## config.mk

```make
export PLATFORM = sky130hd
export DESIGN_NAME = i2c_reg_port
export DESIGN_NICKNAME = d
export VERILOG_FILES = /design/src/logic/i2c_port_pkg.sv /design/src/logic/i2c_reg_port.sv
export VERILOG_INCLUDE_DIRS = /design/src /design/src/logic
export SDC_FILE = /design/constraint.sdc
export NUM_CORES = 1
export LEC_CHECK = 0
export ABC_AREA = 1
export BUFFER_PORTS_ARGS = -buffer_cell sky130_fd_sc_hd__buf_4
export CAP_MARGIN = 15
export CORE_MARGIN = 4
export CORE_UTILIZATION = 25
export DETAILED_ROUTE_END_ITERATION = 16
export GPL_TIMING_DRIVEN = 1
export SYNTH_ARGS = -nofsm -noshare
export SYNTH_HDL_FRONTEND = slang
export SYNTH_SLANG_ARGS = --single-unit
```

## constraint.sdc

```tcl
create_clock -name ref_clk_i -period 3 [get_ports ref_clk_i]
set_input_delay 0.75 -clock ref_clk_i [delete_from_list [all_inputs] [get_ports ref_clk_i]]
set_output_delay 0.75 -clock ref_clk_i [all_outputs]
set_load 0.005 [all_outputs]
```

## src/logic/i2c_port_defs.svh

```systemverilog
// constants for the i2c slave register port
`ifndef I2C_PORT_DEFS_SVH
`define I2C_PORT_DEFS_SVH
`define SLAVE_ADDR        7'h60
`define HS_CODE_PREFIX    5'h01
`define REG_COUNT         8
`define REG_IDX_W         3
`define PD_REG_IDX        3'h7
`define EN_PULLDOWN_BIT   0
`define SEL_PULLDOWN_BIT  1
`define PD_REG_RESET      8'h03
`define UNMAPPED_VALUE    8'h00
`define IMPL_REG_COUNT    4'h8
`endif

```

## src/logic/i2c_port_pkg.sv

```systemverilog
// types for the i2c slave register port
package i2c_port_pkg;
	typedef enum logic [2:0] {
		ST_IDLE  = 3'b000,
		ST_ADDR  = 3'b001,
		ST_INDEX = 3'b011,
		ST_DATA  = 3'b010,
		ST_READ  = 3'b110,
		ST_SKIP  = 3'b111
	} phase_t;
	typedef struct packed {
		logic sda_o;
		logic sda_oe;
	} sda_drive_t;
	typedef struct packed {
		logic en_pd;
		logic sel_pd;
	} pulldown_t;
endpackage

```

## src/logic/i2c_reg_port.sv

```systemverilog
// i2c slave register port with high-speed mode and input pull-down control
`timescale 1ns/1ps
`include "i2c_port_defs.svh"

module i2c_reg_port (
	input  wire logic ref_clk_i,
	input  wire logic resetn_i,
	input  wire logic scl_i,
	input  wire logic sda_i,
	input  wire logic enable_pin_i,
	input  wire logic voltage_select_input_i,
	output logic      sda_o,
	output logic      sda_oe_o,
	output logic      hs_mode_o,
	output logic      enable_pin_pulldown_o,
	output logic      select_pin_pulldown_o,
	output logic      reg_write_o
);
	// resetn_i is the logic-supply undervoltage reset
	logic                  scl_d_r, sda_d_r, scl_d_nxt, sda_d_nxt;
	i2c_port_pkg::phase_t  phase_r, phase_nxt;
	logic [3:0]            bit_cnt_r, bit_cnt_nxt;
	logic [7:0]            shift_r, shift_nxt;
	logic                  ack_r, ack_nxt;
	logic                  hs_r, hs_nxt;
	logic [2:0]            index_r, index_nxt;
	logic [7:0]            regs_r [`REG_COUNT];
	logic [7:0]            regs_nxt [`REG_COUNT];
	logic [7:0]            pend_r, pend_nxt;
	logic                  pend_v_r, pend_v_nxt;
	logic                  wr_r, wr_nxt;
	logic                  mack_r, mack_nxt;
	i2c_port_pkg::sda_drive_t drv_r, drv_nxt;
	i2c_port_pkg::pulldown_t  pd_r, pd_nxt;

	function automatic logic [7:0] read_reg(input logic [2:0] idx, input logic [7:0] v);
		read_reg = (idx == `PD_REG_IDX) ? v : `UNMAPPED_VALUE;
	endfunction

	logic scl_rise, scl_fall, start_c, stop_c;
	assign scl_rise = scl_i & ~scl_d_r;
	assign scl_fall = ~scl_i & scl_d_r;
	assign start_c  = scl_i & scl_d_r & sda_d_r & ~sda_i;
	assign stop_c   = scl_i & scl_d_r & ~sda_d_r & sda_i;

	// byte returned for the selected index; unlisted indexes read as zero
	logic [7:0] rd_byte;
	assign rd_byte = read_reg(index_r, regs_r[`PD_REG_IDX]);

	always_comb begin
		scl_d_nxt   = scl_i;
		sda_d_nxt   = sda_i;
		phase_nxt   = phase_r;
		bit_cnt_nxt = bit_cnt_r;
		shift_nxt   = shift_r;
		ack_nxt     = ack_r;
		hs_nxt      = hs_r;
		index_nxt   = index_r;
		regs_nxt    = regs_r;
		pend_nxt    = pend_r;
		pend_v_nxt  = pend_v_r;
		wr_nxt      = 1'b0;
		mack_nxt    = mack_r;
		drv_nxt     = drv_r;
		if (stop_c) begin
			phase_nxt   = i2c_port_pkg::ST_IDLE;
			hs_nxt      = 1'b0;
			drv_nxt     = '0;
			ack_nxt     = 1'b0;
			pend_v_nxt  = 1'b0;
		end else if (start_c) begin
			phase_nxt   = i2c_port_pkg::ST_ADDR;
			bit_cnt_nxt = 4'h0;
			drv_nxt     = '0;
			ack_nxt     = 1'b0;
			pend_v_nxt  = 1'b0;
		end else if (scl_rise && phase_r != i2c_port_pkg::ST_IDLE) begin
			if (bit_cnt_r < 4'h8) begin
				shift_nxt = {shift_r[6:0], sda_i};
			end else begin
				mack_nxt = sda_i;
			end
			bit_cnt_nxt = bit_cnt_r + 4'h1;
		end else if (scl_fall && phase_r != i2c_port_pkg::ST_IDLE) begin
			if (bit_cnt_r == 4'h8) begin
				ack_nxt = 1'b0;
				case (phase_r)
				i2c_port_pkg::ST_ADDR: begin
					if (shift_r[7:3] == `HS_CODE_PREFIX) begin
						hs_nxt    = 1'b1; // no ack
						phase_nxt = i2c_port_pkg::ST_SKIP;
					end else if (shift_r[7:1] == `SLAVE_ADDR) begin
						ack_nxt   = 1'b1;
						phase_nxt = shift_r[0] ? i2c_port_pkg::ST_READ :
						            i2c_port_pkg::ST_INDEX;
					end else begin
						phase_nxt = i2c_port_pkg::ST_SKIP;
					end
				end
				i2c_port_pkg::ST_INDEX: begin
					ack_nxt   = 1'b1;
					index_nxt = shift_r[2:0];
					phase_nxt = i2c_port_pkg::ST_DATA;
				end
				i2c_port_pkg::ST_DATA: begin
					ack_nxt    = 1'b1;
					pend_nxt   = shift_r;
					pend_v_nxt = 1'b1;
				end
				default: begin
					ack_nxt = 1'b0;
				end
				endcase
				drv_nxt.sda_oe = ack_nxt;
				drv_nxt.sda_o  = 1'b0;
				if (phase_r == i2c_port_pkg::ST_READ) begin
					drv_nxt = '0;
				end
			end else if (bit_cnt_r == 4'h9) begin
				bit_cnt_nxt = 4'h0;
				drv_nxt     = '0;
				ack_nxt     = 1'b0;
				if (pend_v_r) begin
					regs_nxt[index_r] = pend_r;
					pend_v_nxt        = 1'b0;
					wr_nxt            = 1'b1;
				end
				if (phase_r == i2c_port_pkg::ST_READ) begin
					if (mack_r) begin
						phase_nxt = i2c_port_pkg::ST_SKIP; // master nack
					end
				end
			end
			// read data driven bit by bit
			if (phase_nxt == i2c_port_pkg::ST_READ && bit_cnt_nxt < 4'h8 &&
			    !(bit_cnt_r == 4'h8)) begin
				drv_nxt.sda_oe = ~rd_byte[3'h7 - bit_cnt_nxt[2:0]];
				drv_nxt.sda_o  = 1'b0;
			end else if (phase_nxt == i2c_port_pkg::ST_READ && bit_cnt_r == 4'h7) begin
				drv_nxt = '0;
			end
		end
	end

	always_ff @(posedge ref_clk_i or negedge resetn_i) begin
		if (!resetn_i) begin
			scl_d_r   <= 1'b1;
			sda_d_r   <= 1'b1;
			phase_r   <= i2c_port_pkg::ST_IDLE;
			bit_cnt_r <= 4'h0;
			shift_r   <= 8'h00;
			ack_r     <= 1'b0;
			hs_r      <= 1'b0;
			index_r   <= 3'h0;
			for (int i = 0; i < `REG_COUNT; i++) begin
				regs_r[i] <= 8'h00;
			end
			regs_r[`PD_REG_IDX] <= `PD_REG_RESET;
			pend_r    <= 8'h00;
			pend_v_r  <= 1'b0;
			wr_r      <= 1'b0;
			mack_r    <= 1'b0;
			drv_r     <= '0;
		end else begin
			scl_d_r   <= scl_d_nxt;
			sda_d_r   <= sda_d_nxt;
			phase_r   <= phase_nxt;
			bit_cnt_r <= bit_cnt_nxt;
			shift_r   <= shift_nxt;
			ack_r     <= ack_nxt;
			hs_r      <= hs_nxt;
			index_r   <= index_nxt;
			regs_r    <= regs_nxt;
			pend_r    <= pend_nxt;
			pend_v_r  <= pend_v_nxt;
			wr_r      <= wr_nxt;
			mack_r    <= mack_nxt;
			drv_r     <= drv_nxt;
		end
	end

	// pull-down control, released while input is high
	always_comb begin
		pd_nxt.en_pd  = regs_r[`PD_REG_IDX][`EN_PULLDOWN_BIT] & ~enable_pin_i;
		pd_nxt.sel_pd = regs_r[`PD_REG_IDX][`SEL_PULLDOWN_BIT] &
		                ~voltage_select_input_i;
	end

	always_ff @(posedge ref_clk_i or negedge resetn_i) begin
		if (!resetn_i) begin
			pd_r <= '1;
		end else begin
			pd_r <= pd_nxt;
		end
	end

	assign sda_o                 = drv_r.sda_o;
	assign sda_oe_o              = drv_r.sda_oe;
	assign hs_mode_o             = hs_r;
	assign enable_pin_pulldown_o = pd_r.en_pd;
	assign select_pin_pulldown_o = pd_r.sel_pd;
	assign reg_write_o           = wr_r;

	// shift register one clock back, for the checks below
	logic [7:0] shift_r_past;
	always_ff @(posedge ref_clk_i) begin
		shift_r_past <= shift_r;
	end

	hs_no_ack_a: assert property (@(posedge ref_clk_i) disable iff (!resetn_i)
		(scl_fall && phase_r == i2c_port_pkg::ST_ADDR && bit_cnt_r == 4'h8 &&
		 shift_r[7:3] == `HS_CODE_PREFIX) |=> (hs_mode_o && !sda_oe_o))
		else $error("hs code acknowledged or hs not entered");
	stop_exit_a: assert property (@(posedge ref_clk_i) disable iff (!resetn_i)
		stop_c |=> !hs_mode_o)
		else $error("hs mode kept after stop");
	addr_ack_a: assert property (@(posedge ref_clk_i) disable iff (!resetn_i)
		(scl_fall && phase_r == i2c_port_pkg::ST_ADDR && bit_cnt_r == 4'h8 && !start_c &&
		 !stop_c) |=> (sda_oe_o == (shift_r_past == {`SLAVE_ADDR, 1'b0} ||
		 shift_r_past == {`SLAVE_ADDR, 1'b1})))
		else $error("address ack mismatch");
	commit_edge_a: assert property (@(posedge ref_clk_i) disable iff (!resetn_i)
		reg_write_o |-> $past(scl_fall) && $past(bit_cnt_r) == 4'h9)
		else $error("write not on ack falling edge");
	pd_high_a: assert property (@(posedge ref_clk_i) disable iff (!resetn_i)
		enable_pin_i ##1 enable_pin_i |-> !enable_pin_pulldown_o)
		else $error("pull-down kept on high enable input");
	pd_sel_a: assert property (@(posedge ref_clk_i) disable iff (!resetn_i)
		(!regs_r[`PD_REG_IDX][`SEL_PULLDOWN_BIT]) |=> !select_pin_pulldown_o)
		else $error("select pull-down not disabled by control bit");
	ack_hold_a: assert property (@(posedge ref_clk_i) disable iff (!resetn_i)
		(ack_r && scl_rise) |-> (sda_oe_o && !sda_o))
		else $error("ack not held low");
	unmapped_a: assert property (@(posedge ref_clk_i) disable iff (!resetn_i)
		(phase_r == i2c_port_pkg::ST_READ && index_r != `PD_REG_IDX && bit_cnt_r < 4'h8
		 && !ack_r) |-> sda_oe_o)
		else $error("unmapped register read not zero");

	read_release_a: assert property (@(posedge ref_clk_i) disable iff (!resetn_i)
		(phase_r == i2c_port_pkg::ST_SKIP)
		|-> !sda_oe_o)
		else $error("data line driven while skipping");

	idle_quiet_a: assert property (@(posedge ref_clk_i) disable iff (!resetn_i)
		(phase_r == i2c_port_pkg::ST_IDLE)
		|-> !sda_oe_o)
		else $error("data line driven while idle");

	index_ack_a: assert property (@(posedge ref_clk_i) disable iff (!resetn_i)
		(scl_fall && phase_r == i2c_port_pkg::ST_INDEX && bit_cnt_r == 4'h8 && !start_c && !stop_c)
		|=> sda_oe_o)
		else $error("index byte not acknowledged");

	data_ack_a: assert property (@(posedge ref_clk_i) disable iff (!resetn_i)
		(scl_fall && phase_r == i2c_port_pkg::ST_DATA && bit_cnt_r == 4'h8 && !start_c && !stop_c)
		|=> sda_oe_o)
		else $error("data byte not acknowledged");

	enable_pin_pulldown_ctrl_ctrl_a: assert property (@(posedge ref_clk_i) disable iff (!resetn_i)
		(!regs_r[`PD_REG_IDX][`EN_PULLDOWN_BIT])
		|=> !enable_pin_pulldown_o)
		else $error("enable pull-down not disabled by control bit");

	pd_sel_high_a: assert property (@(posedge ref_clk_i) disable iff (!resetn_i)
		voltage_select_input_i ##1 voltage_select_input_i
		|-> !select_pin_pulldown_o)
		else $error("pull-down kept on high select input");

	hs_from_code_a: assert property (@(posedge ref_clk_i) disable iff (!resetn_i)
		$rose(hs_mode_o)
		|-> ($past(phase_r) == i2c_port_pkg::ST_ADDR && shift_r_past[7:3] == `HS_CODE_PREFIX))
		else $error("hs mode entered without hs code");

	first_byte_a: assert property (@(posedge ref_clk_i) disable iff (!resetn_i)
		(start_c && !stop_c)
		|=> (phase_r == i2c_port_pkg::ST_ADDR && bit_cnt_r == 4'h0))
		else $error("byte after start not taken as address");

	ten_bit_a: assert property (@(posedge ref_clk_i) disable iff (!resetn_i)
		(scl_fall && phase_r == i2c_port_pkg::ST_ADDR && bit_cnt_r == 4'h8 &&
		 shift_r[7:3] == 5'h1e && !start_c && !stop_c) |=> !sda_oe_o)
		else $error("ten-bit address acknowledged");

	index_take_a: assert property (@(posedge ref_clk_i) disable iff (!resetn_i)
		(scl_fall && phase_r == i2c_port_pkg::ST_INDEX && bit_cnt_r == 4'h8 && !start_c && !stop_c)
		|=> (index_r == shift_r_past[2:0]))
		else $error("register index not taken from low bits");
endmodule

```

==> results of run 1 <==
cell type report:
type                       instances  area share
clock inverter                     3     0.02726
tap                              105     0.05300
clock buffer                       5     0.02776
multi-input combinational        174      0.3680
sequential                        43      0.4372
inverter                          37     0.05654
timing repair buffer              10     0.03029
worst max-delay path by stage:
stage | from | endpoint | slack (ps) | cells past startpoint
final | bit_cnt_r[0] | sda_oe_o | 1030 | 11
after global routing | bit_cnt_r[0] | sda_oe_o | 790 | 11
after CTS | bit_cnt_r[0] | sda_oe_o | 1010 | 11
after detailed placement | sda_i | pend_v_r | 910 | 8
after global placement | sda_i | pend_v_r | 900 | 8
after floorplan | bit_cnt_r[0] | sda_oe_o | 1300 | 14
worst max-delay path, stage by stage, from the launching register on:
cell      delay [ps]
dfrtp_1          490
inv_1            140
ha_1             280
nand3_4          150
clkinv_2          80
a21oi_1          280
inv_1             90
nor3_2           190
nand2_1           70
nand2_1           50
nand2_1           40
nand2_1           50
kinds of logic (layout without fill, tap and decap cells):
logic type | after synthesis | in the layout
other cells | 1 | 1
flops | 43 | 43
simple gates | 123 | 123
fa+ha+maj | 3 | 3
buf+inv | 41 | 55
compound gates | 46 | 46
xor+xnor | 1 | 1
registers in the layout (all words and copies together), names as in the netlist:
signal	cells
pend_r	8
regs_r	8
shift_r	8
bit_cnt_r	4
index_r	3
phase_r	3
enable_pin_pulldown_o	1
hs_mode_o	1
mack_r	1
pend_v_r	1
reg_write_o	1
scl_d_r	1
sda_d_r	1
sda_oe_o	1
select_pin_pulldown_o	1
cell usage after synthesis:
| cell type | instances | area, um^2 |
|---|---|---|
| a211oi_1 | 1 | 7.510 |
| a21oi_1 | 6 | 30.03 |
| a21oi_2 | 6 | 52.55 |
| a31oi_1 | 1 | 6.260 |
| and3_1 | 1 | 6.260 |
| buf_2 | 1 | 5.000 |
| buf_4 | 2 | 15.01 |
| buf_6 | 1 | 11.26 |
| clkinv_2 | 1 | 5.000 |
| conb_1 | 1 | 3.750 |
| dfrtp_1 | 37 | 925.9 |
| dfstp_2 | 6 | 157.7 |
| ha_1 | 3 | 37.54 |
| inv_1 | 29 | 108.9 |
| inv_2 | 7 | 26.28 |
| nand2_1 | 58 | 217.7 |
| nand2_2 | 4 | 25.02 |
| nand2_4 | 1 | 11.26 |
| nand3_1 | 18 | 90.09 |
| nand3_2 | 2 | 20.02 |
| nand3_4 | 2 | 35.03 |
| nand4_1 | 3 | 18.77 |
| nand4_2 | 1 | 12.51 |
| nor2_1 | 25 | 93.84 |
| nor2_2 | 1 | 6.260 |
| nor2_4 | 2 | 22.52 |
| nor3_1 | 2 | 10.01 |
| nor3_2 | 2 | 20.02 |
| o21ai_0 | 4 | 20.02 |
| o21ai_1 | 23 | 115.1 |
| o221ai_1 | 1 | 8.760 |
| o22ai_1 | 3 | 18.77 |
| o31ai_1 | 1 | 7.510 |
| or2_1 | 1 | 6.260 |
| xor2_1 | 1 | 8.760 |
per-layer routing:
layer | vias to the layer above | global-route usage | share of wire | routed length [um]
met5 | - | 0 | 0 | 0
met2 | 28 | 0.1429 | 0.42 | 1879
li1 | 856 | - | - | -
met3 | 9 | 0.02491 | 0.042 | 188
met4 | 0 | 0.03681 | 0.018 | 82
met1 | 765 | 0.1348 | 0.52 | 2332
placed cells by master, fill, tap and decap left out, drive strengths merged:
master and n:
nor3 4, a31oi 1, conb 1, nand3 22
o31ai 1, inv 36, bufinv 2, a211oi 1
dfrtp 37, a21oi 12, or2 1, o22ai 3
nor2 28, nand2 63, xor2 1, o221ai 1
clkinvlp 1, o21ai 27, ha 3, buf 10
clkinv 1, and3 1, dfstp 6, nand4 4
clkbuf 5
power by group:
group	internal (mW)	leakage [nW]	total (mW)	switching [mW]
Sequential	0.655	0.538	0.738	0.0832
Clock	0.332	0.0644	0.544	0.212
Combinational	0.166	0.607	0.514	0.348
Total	1.15	1.21	1.80	0.644
==> out/summary.txt, run 1 <==
outcome -> finished, final reports clean
clock buffer depth -> 2
Syn Area/Cell -> 8.400 um^2
hpwl dp -> 3300 um
Root Driver -> clkbuf_8
Max Slew Vio Count -> 0
drt initial violations -> 98
initial antenna violation count -> 0
Period minus WS final -> 1974 ps
Design Area, Final -> 2479 um^2
Starting Density -> 0.2598
fin cells -> 377
final core occ -> 0.2972
global-route wire length before repair -> 7797 um
pre-CTS setup slack -> 911.8 ps
die height -> 101.1 um
FMAX -> 0.5065 GHz
die area -> 10220 um^2
largest family of logic cells by synthesized area -> simple AND/OR/NAND/NOR gates
CTS tree -> done
TNS Setup -> 0 ps
post-synthesis sequential area ratio -> 0.5000
Routability Congestion -> 0.8364
Synth Area in Adders -> 0.01732
Final ANT Viol Nets -> 0
Num CTS Buffers -> 5
Worst VDD drop -> 0.0002919 V
Clock Skew -> 11.31 ps
sequential cell area -> 1084 um^2
cells after synthesis -> 258
RSZ-0062 raised after global routing -> no
CORE AREA -> 8341 um^2
R2R depth -> 11
setup violators final -> 0
worst path arrival time -> 2220 ps
Clock Latency Late Sink -> 300 ps
CTS sink count -> 43
maximum fanout along the worst path -> 8
vias in the first global route -> 1669
vias per inst -> 4.398
complex-gate fraction of the synthesized area -> 0.1230
DRC viols -> 0
Final #Nets -> 280
Post-Synth XOR/XNOR Area -> 0.004042
Critical Path Source Type -> register
WL final -> 4483 um
Area Growth Syn to Fin -> 14.38%
clock slew at reported path FFs -> 90 ps
die width -> 101.1 um
n_diodes -> 0
area of the multi-input gates -> 912.1 um^2
Final period util -> 0.6582
reg2reg setup slack -> 1030 ps
Fin. Hold Viols -> 0
I/O pin count -> 12
GRT Residual Overflow -> 0
endpoint of the lowest-slack register-to-register path -> sda_oe_o
IO buf count -> 10
DRT Pass-1 Iters -> 4
overall power -> 1.796 mW
Yosys warnings -> 0
CTS H-tree lvls -> 2
post-synthesis mux area share -> 0
Reg-to-Reg Start -> bit_cnt_r[0]
vias after detailed routing -> 1658
hold crit path type -> in2async
post-cts hold buffer count -> 0
fillers -> 912
post-synthesis cell type count -> 35
Power Density -> 724.7 nW/um^2
Post-Syn Area -> 2167 um^2
GRT Total Usage -> 0.09642
Syn Nets -> 267
Min Hold Slack -> 425.5 ps
simple-gate share of the synthesized area -> 0.2748
post-CTS setup buffer count -> 0
Slew @ Worst Pin -> 543.6 ps
setup slack after layout -> 1026 ps
placed inst area -> 2342 um^2
Crit Path Class -> reg2reg
Worst Path Required -> 3250 ps
row cnt -> 33
placed cells -> 369
largest net degree at the start of global routing -> 44
register bit total from synthesis -> 43
Leak -> 1.209 nW
critical path capture point type -> register
CTS resizes -> 0
Avg WL per Cell -> 11.89 um
Rel. slew slack -> 0.6376
MaxCap Viol Count -> 0
layout cells sized above 1 -> 0.1949
(Power assumes the default switching activity.)
==> run 2: changes to the inputs <==
==> constraint.sdc (replaced) <==
create_clock -name ref_clk_i -period 1.8 [get_ports ref_clk_i]
set_input_delay 0.45 -clock ref_clk_i [delete_from_list [all_inputs] [get_ports ref_clk_i]]
set_output_delay 0.45 -clock ref_clk_i [all_outputs]
set_load 0.005 [all_outputs]
==> out/summary.txt, run 2 (same netlist as run 1, synthesis figures left out) <==
outcome -> finished, final reports clean
post-cts hold buffer count -> 0 (unchanged)
hold crit path type -> in2async
die height -> 101.1 um (unchanged)
most frequent cells in the layout -> nand2_1 (54), dfrtp_1 (37), inv_1 (28)
Starting Density -> 0.2598 (unchanged)
sequential cell area -> 1084 um^2 (unchanged)
TNS Setup -> 0 ps (unchanged)
overall power -> 2.916 mW (+62%)
Critical Path Source Type -> register
DRT Pass-1 Iters -> 4 (unchanged)
Period minus WS final -> 1696 ps (-278.9 ps)
DRC viols -> 0 (unchanged)
Crit path max-delay family -> simple AND/OR/NAND/NOR gates
die width -> 101.1 um (unchanged)
Worst Path Required -> 1990 ps (-1260 ps)
Min Hold Slack -> 129.1 ps (-296.4 ps)
setup slack after layout -> 104.4 ps (-921.1 ps)
setup violators final -> 0 (unchanged)
fillers -> 888 (-2.6%)
GR Layer Usage met2 -> 0.1429 (unchanged)
commonest non-fill, non-tap cell in the layout -> nand2_1
Root Driver -> clkbuf_8
critical path capture point type -> register
maximum fanout along the worst path -> 16 (+8)
clock buffer depth -> 2 (unchanged)
largest net degree at the start of global routing -> 44 (unchanged)
met3 Use GR -> 0.02561 (+0.0006920)
Power Density -> 1142 nW/um^2 (+58%)
number of buffers and inverters on the critical path -> 1 (-2)
CTS sink count -> 43 (unchanged)
pre-CTS setup slack -> 15.69 ps (-896.1 ps)
CP max stage delay -> 430 ps (-60 ps)
Regs by FF count -> pend_r (8), regs_r (8), shift_r (8)
IO buf count -> 10 (unchanged)
CORE AREA -> 8341 um^2 (unchanged)
Leak -> 1.217 nW (+0.63%)
final core occ -> 0.3060 (+0.008851)
CTS tree -> done
CTS H-tree lvls -> 2 (unchanged)
area of the multi-input gates -> 964.7 um^2 (+5.8%)
MaxCap Viol Count -> 0 (unchanged)
row cnt -> 33 (unchanged)
Critical-path top delay cell -> dfrtp_1
hpwl dp -> 3293 um (-0.19%)
Clock Skew -> 7.931 ps (-3.375 ps)
initial antenna violation count -> 0 (unchanged)
Final ANT Viol Nets -> 0 (unchanged)
WL final -> 4504 um (+0.47%)
Worst VDD drop -> 0.0004670 V (+60%)
Top cell by count, worst path -> nor2_1
Fin. Hold Viols -> 0 (unchanged)
Num CTS Buffers -> 5 (unchanged)
placed cells -> 374 (+1.4%)
routing usage on met1 -> 0.1338 (-0.0009158)
global-route wire length before repair -> 7762 um (-0.45%)
GRT Total Usage -> 0.09540 (-0.001021)
Max Slew Vio Count -> 0 (unchanged)
Avg WL per Cell -> 11.67 um (-1.9%)
Crit Path Class -> reg2reg
drt initial violations -> 77 (-21%)
vias after detailed routing -> 1688 (+1.8%)
Final #Nets -> 289 (+3.2%)
clock slew at reported path FFs -> 90 ps (about the same)
vias per inst -> 4.373 (-0.56%)
layout cells sized above 1 -> 0.2598 (+0.06493)
busiest grt layer -> met2
Slew @ Worst Pin -> 539.4 ps (-4.179 ps)
fin cells -> 386 (+2.4%)
vias in the first global route -> 1671 (+0.12%)
die area -> 10220 um^2 (unchanged)
Area Growth Syn to Fin -> 17.78%
Clock Latency Late Sink -> 300 ps (about the same)
crit path cell chain -> inv_2 > ha_2 > nand3_2 > nor2_1 > nand2_1 > nor2_4 > nand2_4 > nor2_1 > a21oi_2
I/O pin count -> 12 (unchanged)
placed inst area -> 2380 um^2 (+1.6%)
FMAX -> 0.5898 GHz (+16%)
n_diodes -> 0 (unchanged)
GRT Residual Overflow -> 0 (unchanged)
worst path arrival time -> 1890 ps (-330 ps)
Design Area, Final -> 2552 um^2 (+3.0%)
Routability Congestion -> 0.8302 (-0.74%)
Final period util -> 0.9420 (+0.2838)
Rel. slew slack -> 0.6404 (+0.002786)
[run 2: repair_timing]
action / 4_1_cts / 5_1_grt
setup buffers: 0 / 4
pin swaps: 0 / 3
resized for setup: 1 / 14
setup endpoints to repair: 1 / 4
[run 2: path summary, 6_finish.rpt]
check	from	to	slack (ps)	depth (start not counted)
max	bit_cnt_r[1]	regs_r[3]	100	9
min	resetn_i	regs_r[3]	130	1
max reg2reg	bit_cnt_r[1]	regs_r[3]	100	9
min reg2reg	pend_v_r	pend_v_r	480	2
max in group asynchronous	resetn_i	scl_d_r	1290	1
min in group ref_clk_i	voltage_select_input_i	select_pin_pulldown_o	250	2
[run 2: layout make-up]
type | count | share of cell area
clock inverters | 3 | 0.007843
inverters | 37 | 0.05539
multi-input cells | 174 | 0.3779
flip-flops and latches | 43 | 0.4245
well taps | 105 | 0.05147
repair buffers | 19 | 0.05588
clock buffers | 5 | 0.02696
[run 2: report_power, final]
part / internal (mW) / total [mW] / switching [mW]
registers: 1.09 / 1.22 / 0.128
logic: 0.415 / 1.08 / 0.668
clock network: 0.270 / 0.613 / 0.343
total: 1.78 / 2.92 / 1.14
[run 2: routing by layer]
metal | wire length, um | part of all wire | up-vias
li1 | - | - | 872
met1 | 2218 | 0.49 | 779
met2 | 2011 | 0.45 | 31
met3 | 227 | 0.050 | 6
met4 | 48 | 0.011 | 0
met5 | 0 | 0 | -
